<file path="src/mre_pkg.sv">
/*
  package for the move and return execution block: instruction encodings,
  operand fields, reset values and the cycle figures of each instruction.
  assumes a 14-bit instruction word delivered by the fetch stage of the core.
*/
//
// Contract
// [RL1] acc to file copy, one cycle, flags kept
// [RL2] literal into acc, one cycle, flags kept
// [RL3] irq return pops stack into pc, two cycles
// [RL4] irq return sets global irq enable bit 7
// [RL5] literal return writes its literal into acc
// [RL6] literal return pops pc, two cycles, flags kept
// [RL7] plain return pops pc, irq enable untouched
// [RL8] no-op changes nothing but pc increment
`default_nettype none

package mre_pkg;

  // instruction word geometry
  localparam int INSTR_W = 14;
  localparam int PC_W = 13;
  localparam int DATA_W = 8;
  localparam int FILE_ADDR_W = 7;
  localparam int FILE_DEPTH = 128;
  localparam int STACK_DEPTH = 8;

  // opcode match patterns: (word & mask) == value
  localparam logic [13:0] MASK_MOVE_ACC_TO_FILE = 14'h3f80;
  localparam logic [13:0] CODE_MOVE_ACC_TO_FILE = 14'h0080;
  localparam logic [13:0] MASK_MOVE_LITERAL_TO_ACC = 14'h3c00;
  localparam logic [13:0] CODE_MOVE_LITERAL_TO_ACC = 14'h3000;
  localparam logic [13:0] MASK_RETURN_WITH_LITERAL = 14'h3c00;
  localparam logic [13:0] CODE_RETURN_WITH_LITERAL = 14'h3400;
  localparam logic [13:0] MASK_NO_OP = 14'h3f9f;
  localparam logic [13:0] CODE_NO_OP = 14'h0000;
  localparam logic [13:0] CODE_RETURN_FROM_IRQ = 14'h0009;
  localparam logic [13:0] CODE_RETURN_PLAIN = 14'h0008;

  // operand fields
  localparam int FILE_FIELD_LSB = 0;
  localparam int LIT_FIELD_LSB = 0;

  // interrupt control register layout and reset values
  localparam int GLOBAL_IRQ_ENABLE_BIT = 7;
  localparam logic [7:0] IRQ_CONTROL_RESET = 8'h00;
  localparam logic [7:0] ACC_RESET = 8'h00;
  localparam logic [12:0] PC_RESET = 13'h0000;

  // instruction cycle counts
  localparam int CYCLES_SINGLE = 1;
  localparam int CYCLES_RETURN = 2;

  // decoded operation
  typedef enum logic [2:0]
  {
    OP_NONE = 3'h0,
    OP_MOVE_ACC_TO_FILE = 3'h1,
    OP_MOVE_LITERAL_TO_ACC = 3'h2,
    OP_NO_OP = 3'h3,
    OP_RETURN_FROM_IRQ = 3'h4,
    OP_RETURN_WITH_LITERAL = 3'h5,
    OP_RETURN_PLAIN = 3'h6
  } mre_op_t;

  // execution sequencer states, one-hot
  typedef enum logic [1:0]
  {
    ST_EXEC = 2'b01,
    ST_FLUSH = 2'b10
  } mre_state_t;

endpackage : mre_pkg

`default_nettype wire

</file>
<file path="src/mre_file_ram.sv">
/*
  file register memory: one synchronous write port and one read port whose
  data come out of a register one edge after the address.
  assumes a single clock and that write and read never need bypassing.
*/
`timescale 1ns/10ps
`default_nettype none

module mre_file_ram
  import mre_pkg::*;
#(
  parameter int ADDR_W = FILE_ADDR_W,
  parameter int WIDTH = DATA_W
)
(
  // clock and reset
  input wire logic ref_clk,
  input wire logic reset_n,
  // write port
  input wire logic wr_en,
  input wire logic [ADDR_W-1:0] wr_addr,
  input wire logic [WIDTH-1:0] wr_data,
  // read port
  input wire logic [ADDR_W-1:0] rd_addr,
  output logic [WIDTH-1:0] rd_data
);

  // storage array, no reset so it maps onto plain ram
  logic [WIDTH-1:0] mem [2**ADDR_W];

  // write side
  always_ff @(posedge ref_clk)
  begin
    if (wr_en)
    begin
      mem[wr_addr] <= wr_data;
    end
  end

  // registered read; a same-cycle write shows one edge later
  always_ff @(posedge ref_clk)
  begin
    if (!reset_n)
    begin
      rd_data <= '0;
    end
    else
    begin
      rd_data <= mem[rd_addr];
    end
  end

endmodule : mre_file_ram

`default_nettype wire

</file>
<file path="src/mre_exec.sv">
/*
  execution unit for the data moves, the no-op and the three returns of the
  8-bit core. holds the accumulator, program counter, return stack and the
  interrupt control register, and owns the file register memory.
  assumes the fetch stage offers one instruction word at a time with a valid
  strobe, and that call and interrupt logic push return addresses.
*/
`timescale 1ns/10ps
`default_nettype none

module mre_exec
  import mre_pkg::*;
#(
  parameter int STACK_LEVELS = STACK_DEPTH,
  parameter int FILE_WORDS = FILE_DEPTH
)
(
  // clock and reset
  input wire logic ref_clk,
  input wire logic reset_n,
  // instruction offer from fetch
  input wire logic instr_valid,
  input wire logic [INSTR_W-1:0] instr_word,
  output logic instr_ready,
  // retirement report
  output logic instr_retire,
  output logic instr_unknown,
  // architectural state
  output logic [DATA_W-1:0] acc,
  output logic [PC_W-1:0] pc,
  output logic [7:0] irq_control_reg,
  // return stack push from call and interrupt entry
  input wire logic push_valid,
  input wire logic [PC_W-1:0] push_addr,
  // interrupt entry clears the global enable
  input wire logic irq_taken,
  // file register read port for the rest of the core
  input wire logic [FILE_ADDR_W-1:0] file_rd_addr,
  output logic [DATA_W-1:0] file_rd_data
);

  localparam int PTR_W = $clog2(STACK_LEVELS);

  // refuse shapes the logic cannot serve
  if (STACK_LEVELS < 2 || (2**PTR_W) != STACK_LEVELS)
  begin : g_bad_stack
    $error("stack levels must be a power of two, at least two");
  end
  if (FILE_WORDS != 2**FILE_ADDR_W)
  begin : g_bad_file
    $error("file words must match the 7-bit operand range");
  end

  // decode of one instruction word, used for execution and sequencing
  function automatic mre_op_t decode(input logic [INSTR_W-1:0] w);
    mre_op_t op;
    op = OP_NONE;
    if ((w & MASK_MOVE_ACC_TO_FILE) == CODE_MOVE_ACC_TO_FILE)
      op = OP_MOVE_ACC_TO_FILE;
    else if ((w & MASK_MOVE_LITERAL_TO_ACC) == CODE_MOVE_LITERAL_TO_ACC)
      op = OP_MOVE_LITERAL_TO_ACC;
    else if ((w & MASK_RETURN_WITH_LITERAL) == CODE_RETURN_WITH_LITERAL)
      op = OP_RETURN_WITH_LITERAL;
    else if (w == CODE_RETURN_FROM_IRQ)
      op = OP_RETURN_FROM_IRQ;
    else if (w == CODE_RETURN_PLAIN)
      op = OP_RETURN_PLAIN;
    else if ((w & MASK_NO_OP) == CODE_NO_OP)
      op = OP_NO_OP;
    return op;
  endfunction : decode

  // true for the two-cycle returns
  function automatic logic is_return(input mre_op_t op);
    return (op == OP_RETURN_FROM_IRQ) || (op == OP_RETURN_WITH_LITERAL) || (op == OP_RETURN_PLAIN);
  endfunction : is_return

  mre_state_t state; // sequencer state
  mre_op_t op_now; // decode of the offered word
  logic take; // instruction accepted this edge
  logic pop; // a return pops this edge
  logic [PTR_W-1:0] stack_ptr; // next free slot, wraps like the hardware stack
  logic [PC_W-1:0] stack_mem [STACK_LEVELS]; // return addresses
  logic [PC_W-1:0] stack_top_entry; // most recently pushed address
  logic [DATA_W-1:0] literal; // immediate operand field
  logic [FILE_ADDR_W-1:0] file_sel; // file operand field
  logic file_wr_en; // file memory write strobe

  assign op_now = decode(instr_word);
  assign take = instr_valid && instr_ready;
  assign pop = take && is_return(op_now);
  assign literal = instr_word[LIT_FIELD_LSB +: DATA_W];
  assign file_sel = instr_word[FILE_FIELD_LSB +: FILE_ADDR_W];
  assign stack_top_entry = stack_mem[stack_ptr - PTR_W'(1)];

  // sequencer: a return holds off the next word for its second cycle
  always_ff @(posedge ref_clk)
  begin
    if (!reset_n)
    begin
      state <= ST_EXEC;
      instr_ready <= 1'b1;
    end
    else
    begin
      unique case (state)
        ST_EXEC:
        begin
          // [RL3] two-cycle return
          if (pop)
          begin
            state <= ST_FLUSH;
            instr_ready <= 1'b0;
          end
        end
        ST_FLUSH:
        begin
          // second cycle only holds ready low; the offered word waits
          state <= ST_EXEC;
          instr_ready <= 1'b1;
        end
        default:
        begin
          // an upset code falls back to accepting
          state <= ST_EXEC;
          instr_ready <= 1'b1;
        end
      endcase
    end
  end

  // retirement pulses, one per accepted word
  always_ff @(posedge ref_clk)
  begin
    if (!reset_n)
    begin
      instr_retire <= 1'b0;
      instr_unknown <= 1'b0;
    end
    else
    begin
      instr_retire <= take && (op_now != OP_NONE);
      instr_unknown <= take && (op_now == OP_NONE);
    end
  end

  // accumulator
  always_ff @(posedge ref_clk)
  begin
    if (!reset_n)
    begin
      acc <= ACC_RESET;
    end
    else if (take)
    begin
      // [RL2] literal into acc
      if (op_now == OP_MOVE_LITERAL_TO_ACC)
      begin
        acc <= literal;
      end
      // [RL5] literal return value
      else if (op_now == OP_RETURN_WITH_LITERAL)
      begin
        acc <= literal;
      end
    end
  end

  // program counter: step on every word, jump back on a return
  always_ff @(posedge ref_clk)
  begin
    if (!reset_n)
    begin
      pc <= PC_RESET;
    end
    else if (pop)
    begin
      // [RL3] [RL6] [RL7] top entry into pc
      pc <= stack_top_entry;
    end
    else if (take)
    begin
      // [RL8] no-op only steps pc
      pc <= pc + PC_W'(1);
    end
  end

  // return stack pointer; a pop in the same edge as a push wins, since a
  // real core never issues both and the pc jump must stay coherent
  always_ff @(posedge ref_clk)
  begin
    if (!reset_n)
    begin
      stack_ptr <= '0;
    end
    else if (pop)
    begin
      // [RL7] pop the stack
      stack_ptr <= stack_ptr - PTR_W'(1);
    end
    else if (push_valid)
    begin
      stack_ptr <= stack_ptr + PTR_W'(1);
    end
  end

  // return stack contents; overflow silently overwrites the oldest slot
  always_ff @(posedge ref_clk)
  begin
    if (push_valid && !pop)
    begin
      stack_mem[stack_ptr] <= push_addr;
    end
  end

  // interrupt control register: the return set wins over an entry clear
  always_ff @(posedge ref_clk)
  begin
    if (!reset_n)
    begin
      irq_control_reg <= IRQ_CONTROL_RESET;
    end
    else if (pop && (op_now == OP_RETURN_FROM_IRQ))
    begin
      // [RL4] re-enable interrupts
      irq_control_reg[GLOBAL_IRQ_ENABLE_BIT] <= 1'b1;
    end
    else if (irq_taken)
    begin
      irq_control_reg[GLOBAL_IRQ_ENABLE_BIT] <= 1'b0;
    end
  end

  // [RL1] acc copied to file
  assign file_wr_en = take && (op_now == OP_MOVE_ACC_TO_FILE);

  // file register memory, written with the acc value before the edge
  mre_file_ram #(
    .ADDR_W(FILE_ADDR_W),
    .WIDTH(DATA_W)
  ) u_file_ram (
    .ref_clk(ref_clk),
    .reset_n(reset_n),
    .wr_en(file_wr_en),
    .wr_addr(file_sel),
    .wr_data(acc),
    .rd_addr(file_rd_addr),
    .rd_data(file_rd_data)
  );

endmodule : mre_exec

`default_nettype wire

</file>
<file path="config.mk">
export PLATFORM = sky130hd
export DESIGN_NAME = mre_exec
export DESIGN_NICKNAME = d
export VERILOG_FILES = /design/src/mre_pkg.sv /design/src/mre_file_ram.sv /design/src/mre_exec.sv
export SDC_FILE = /design/constraint.sdc
export NUM_CORES = 1
export LEC_CHECK = 0
export BUFFER_PORTS_ARGS = -buffer_cell sky130_fd_sc_hd__clkbuf_2
export CAP_MARGIN = 20
export CELL_PAD_IN_SITES_DETAIL_PLACEMENT = 0
export CELL_PAD_IN_SITES_GLOBAL_PLACEMENT = 1
export CORE_AREA = 4 4 326 328
export DETAILED_ROUTE_END_ITERATION = 8
export DIE_AREA = 0 0 330 332
export GPL_TIMING_DRIVEN = 0
export PLACE_DENSITY = 0.72
export SYNTH_ARGS = -nofsm -noshare
export SYNTH_HDL_FRONTEND = slang
export SYNTH_HIERARCHICAL = 1
export SYNTH_SLANG_ARGS = --single-unit
</file>
<file path="constraint.sdc">
create_clock -name ref_clk -period 7.98 [get_ports ref_clk]
set_input_delay 0 -clock ref_clk [delete_from_list [all_inputs] [get_ports ref_clk]]
set_output_delay 0 -clock ref_clk [all_outputs]
set_load 0.05 [all_outputs]
</file>
==> impl_metrics.ini <==
[floorplan]
core_um2 = 103000
chipWidth_um = 330
io_pins = 79
dieArea_um2 = 110000
initial_core_util_pct = 44.7
placementRows = 118
die_h_um = 332

[finish]
syn2layout_area_growth_pct = 14.5
reg_top3 = u_file_ram/mem x1024, stack_mem x104, pc x13
drive_gt1_share_pct = 21.1
largest_reg_flops = 1024
top_register = u_file_ram/mem
fillers = 8252
num-nets-final = 2744

[setup_path]
rrSetupSlack_ns = 3.40
end_kind = flop
critPathSlowestCell = nor2_1
cpMostUsedCell = clkbuf_1
critPathLaunchType = input port
cp_slowest_stage_delay_ns = 0.95
crit_chain = dlygate4sd3_1 -> clkbuf_2 -> nor4_4 -> nand2_1 -> o21ai_0 -> nor3b_1 -> clkbuf_1 -> nor2b_1 -> nand3_1 -> clkbuf_1 -> nor2_1
cp.required_ns = 8.31
crit_family = simple AND/OR/NAND/NOR gates
r2r-start = state[0]
crit_fanout = 10
reg2regPathDepth = 9
worstSetupPathType = input port to flop
crit_buf_inv = 4
r2r_end = u_file_ram/mem[53][7]
critical_path_arrival_ns = 4.98

[drt]
drt-vias-per-instance = 6.15
antenna_left = 0
finalWirelength_um = 129000
vias = 25800
drc = 0
wl_per_cell_um = 30.8
dr.pass1.iters = 7
drt_iter0_markers = 3381

[clocking]
cts_made_buffers = 114
cts_buffer_depth = 3
clock_sinks = 1165
clk_pin_slew_worst_paths_ns = 0.06
cts_tree = done
insertion_delay_ns = 0.72
h-tree-depth = 3
cts_setup_buffers = 0
root_buffer = clkbuf_16

[synthesis]
ys.flop_type = edfxtp_1
yosysSeqAreaShare_pct = 75.1
ys_ff_latch = 1165
synth_most_common_cell = edfxtp_1
postSynthCellCount = 2449
synthTopCellsByArea = edfxtp_1 (73%), mux4_2 (9.5%), mux2i_1 (4.1%), dfxtp_1 (1.6%), nor2_1 (1.3%)
synth_area_um2 = 46100
synth_warnings = 6
yosysTopAreaCell = edfxtp_1
synth_edf_count = 1128
yosys-top-cells-count = edfxtp_1 (1128), mux4_2 (195), mux2i_1 (189)
avgSynthCellArea_um2 = 18.8
synth_cell_types = 75
async_flop_share_pct = 0
synth_top_area_share_pct = 73.5

[sta]
clock_skew_ns = 0.0625
timing.slew.headroom_pct = 15.4
min_period_ns = 4.66
rsz0062_at_grt = no
max_freq_mhz = 215
finalMaxSlewViolations = 0
final-hold-violation-count = 0
holdWs_ns = 0.0694
setup_viol = 0
min_period_over_period_pct = 58.4
tightest_slew_ns = 1.27
setup_tns_ns = 0
postLayoutSetupSlackWorst_ns = 3.32

[global_route]
grt_max_degree = 90
grt_pass1_vias = 25300
grt-ovfl-total = 0
grt_usage_pct = 23.4
grt_pass1_wl_um = 183000
antenna_found_initial = 5

[min_path]
holdPathEnd = acc[6]
hold_class = input port to flop
whs_path_depth = 5
hp-start = instr_word[12]

[power_and_ir_drop]
power_leakage_nw = 18.8
power_mw = 12.8
power_density_nw_per_um2 = 242
peakVddDrop_mv = 0.184

[place]
gp_congestion = 0.937
io_buffers = 68
dp_hpwl_um = 87300
place_ws_ns = 3.28

[status]
status = complete, no violations

[job]
timing.max_cap.violations = 0
[where the power goes]
part	leakage (nW)	total [mW]	internal, mW	switching (mW)
logic	4.63	0.693	0.233	0.459
clock network	1.82	5.35	3.04	2.31
registers	12.4	6.73	6.69	0.0360
total	18.8	12.8	9.97	2.80
[logic make-up (layout without fill, tap and decap cells)]
| kind of cell | count (synthesis) | in the layout | synth area share (%) |
|---|---|---|---|
| flops | 1165 | 1165 | 75.1 |
| fa+ha+maj | 3 | 3 | 0.0814 |
| xor+xnor | 2 | 2 | 0.0543 |
| compound gates | 266 | 266 | 4.11 |
| other cells | 1 | 11 | 0.00813 |
| buf+inv | 150 | 496 | 1.92 |
| simple gates | 462 | 462 | 4.63 |
| mux | 400 | 400 | 14.1 |
[cell type report]
type                    count  area [µm²]  share of cell area, %
flip-flops and latches   1165       34600                   65.6
multi-input cells        1140       10700                   20.2
clock buffers             144        3020                   5.71
well taps                1380        1730                   3.27
repair buffers            131        1100                   2.09
plain buffers             143         860                   1.63
clock inverters            71         742                   1.41
inverters                   7        26.3                 0.0498
diodes                      4        10.0                 0.0190
[metal layers]
layer / vias up / global-route usage (%) / share of wire [%]
met4: 0 / 8.48 / 4.2
li1: 10500 / - / -
met5: - / 0 / 0
met2: 1512 / 36.9 / 47
met1: 13400 / 32.2 / 38
met3: 285 / 5.17 / 10
[through the flow]
stage          instance area (µm²)  cells  utilization (%)
6_report                     52800   4185             51.2
5_1_grt                      52800   4183             51.2
4_1_cts                      52800   4177             51.1
3_5_place_dp                 48700   3933             47.2
3_3_place_gp                 48200   3903             46.7
2_1_floorplan                46100   2455                -
[how the worst max path moves through the flow]
stage,start,end,slack [ns],depth (start not counted)
after global placement,acc[1],u_file_ram/mem[36][1],3.29,0
final,instr_word[13],u_file_ram/mem[53][7],3.32,11
after global routing,instr_word[13],u_file_ram/mem[93][2],3.34,11
after detailed placement,instr_word[10],u_file_ram/mem[93][2],3.28,10
after floorplan,state[0],u_file_ram/mem[109][0],4.94,9
after CTS,instr_word[13],u_file_ram/mem[53][7],3.54,11
[cell usage in the layout, fill, tap and decap left out, types with 6 or more instances in the layout]
cell type,instances
edfxtp_1,1128
mux4_2,195
mux2i_1,189
nor2_1,159
nand2_1,124
clkbuf_16,114
clkbuf_1,90
a22oi_1,72
clkbuf_2,69
nand3_1,46
nor3_1,44
a21oi_1,44
buf_4,35
buf_6,33
dlygate4sd3_1,29
dfxtp_1,29
o22ai_1,28
buf_2,25
clkinv_2,24
clkinv_1,19
o21ai_0,19
nor2b_1,17
a31oi_1,15
mux2_2,13
o221ai_1,12
a211oi_1,12
bufinv_16,11
a221oi_1,9
nor3_2,8
nand4_1,8
nand2b_1,8
dfxtp_4,8
clkinvlp_4,8
buf_16,8
a22o_1,8
conb_1,7
and2_1,6
a32oi_1,6
[tightest hold or removal path: cells and delay by family]
kind / cells / cell delay [ns]
and+or+nand+nor: 2 / 0.32
buffers and inverters: 1 / 0.14
AOI/OAI and AO/OA: 2 / 0.29
[repair_timing]
action,4_1_cts,5_1_grt
endpoints found under the hold margin,147,0
hold buffers,29,0
resized for setup,0,0
(Power assumes the default switching activity.)
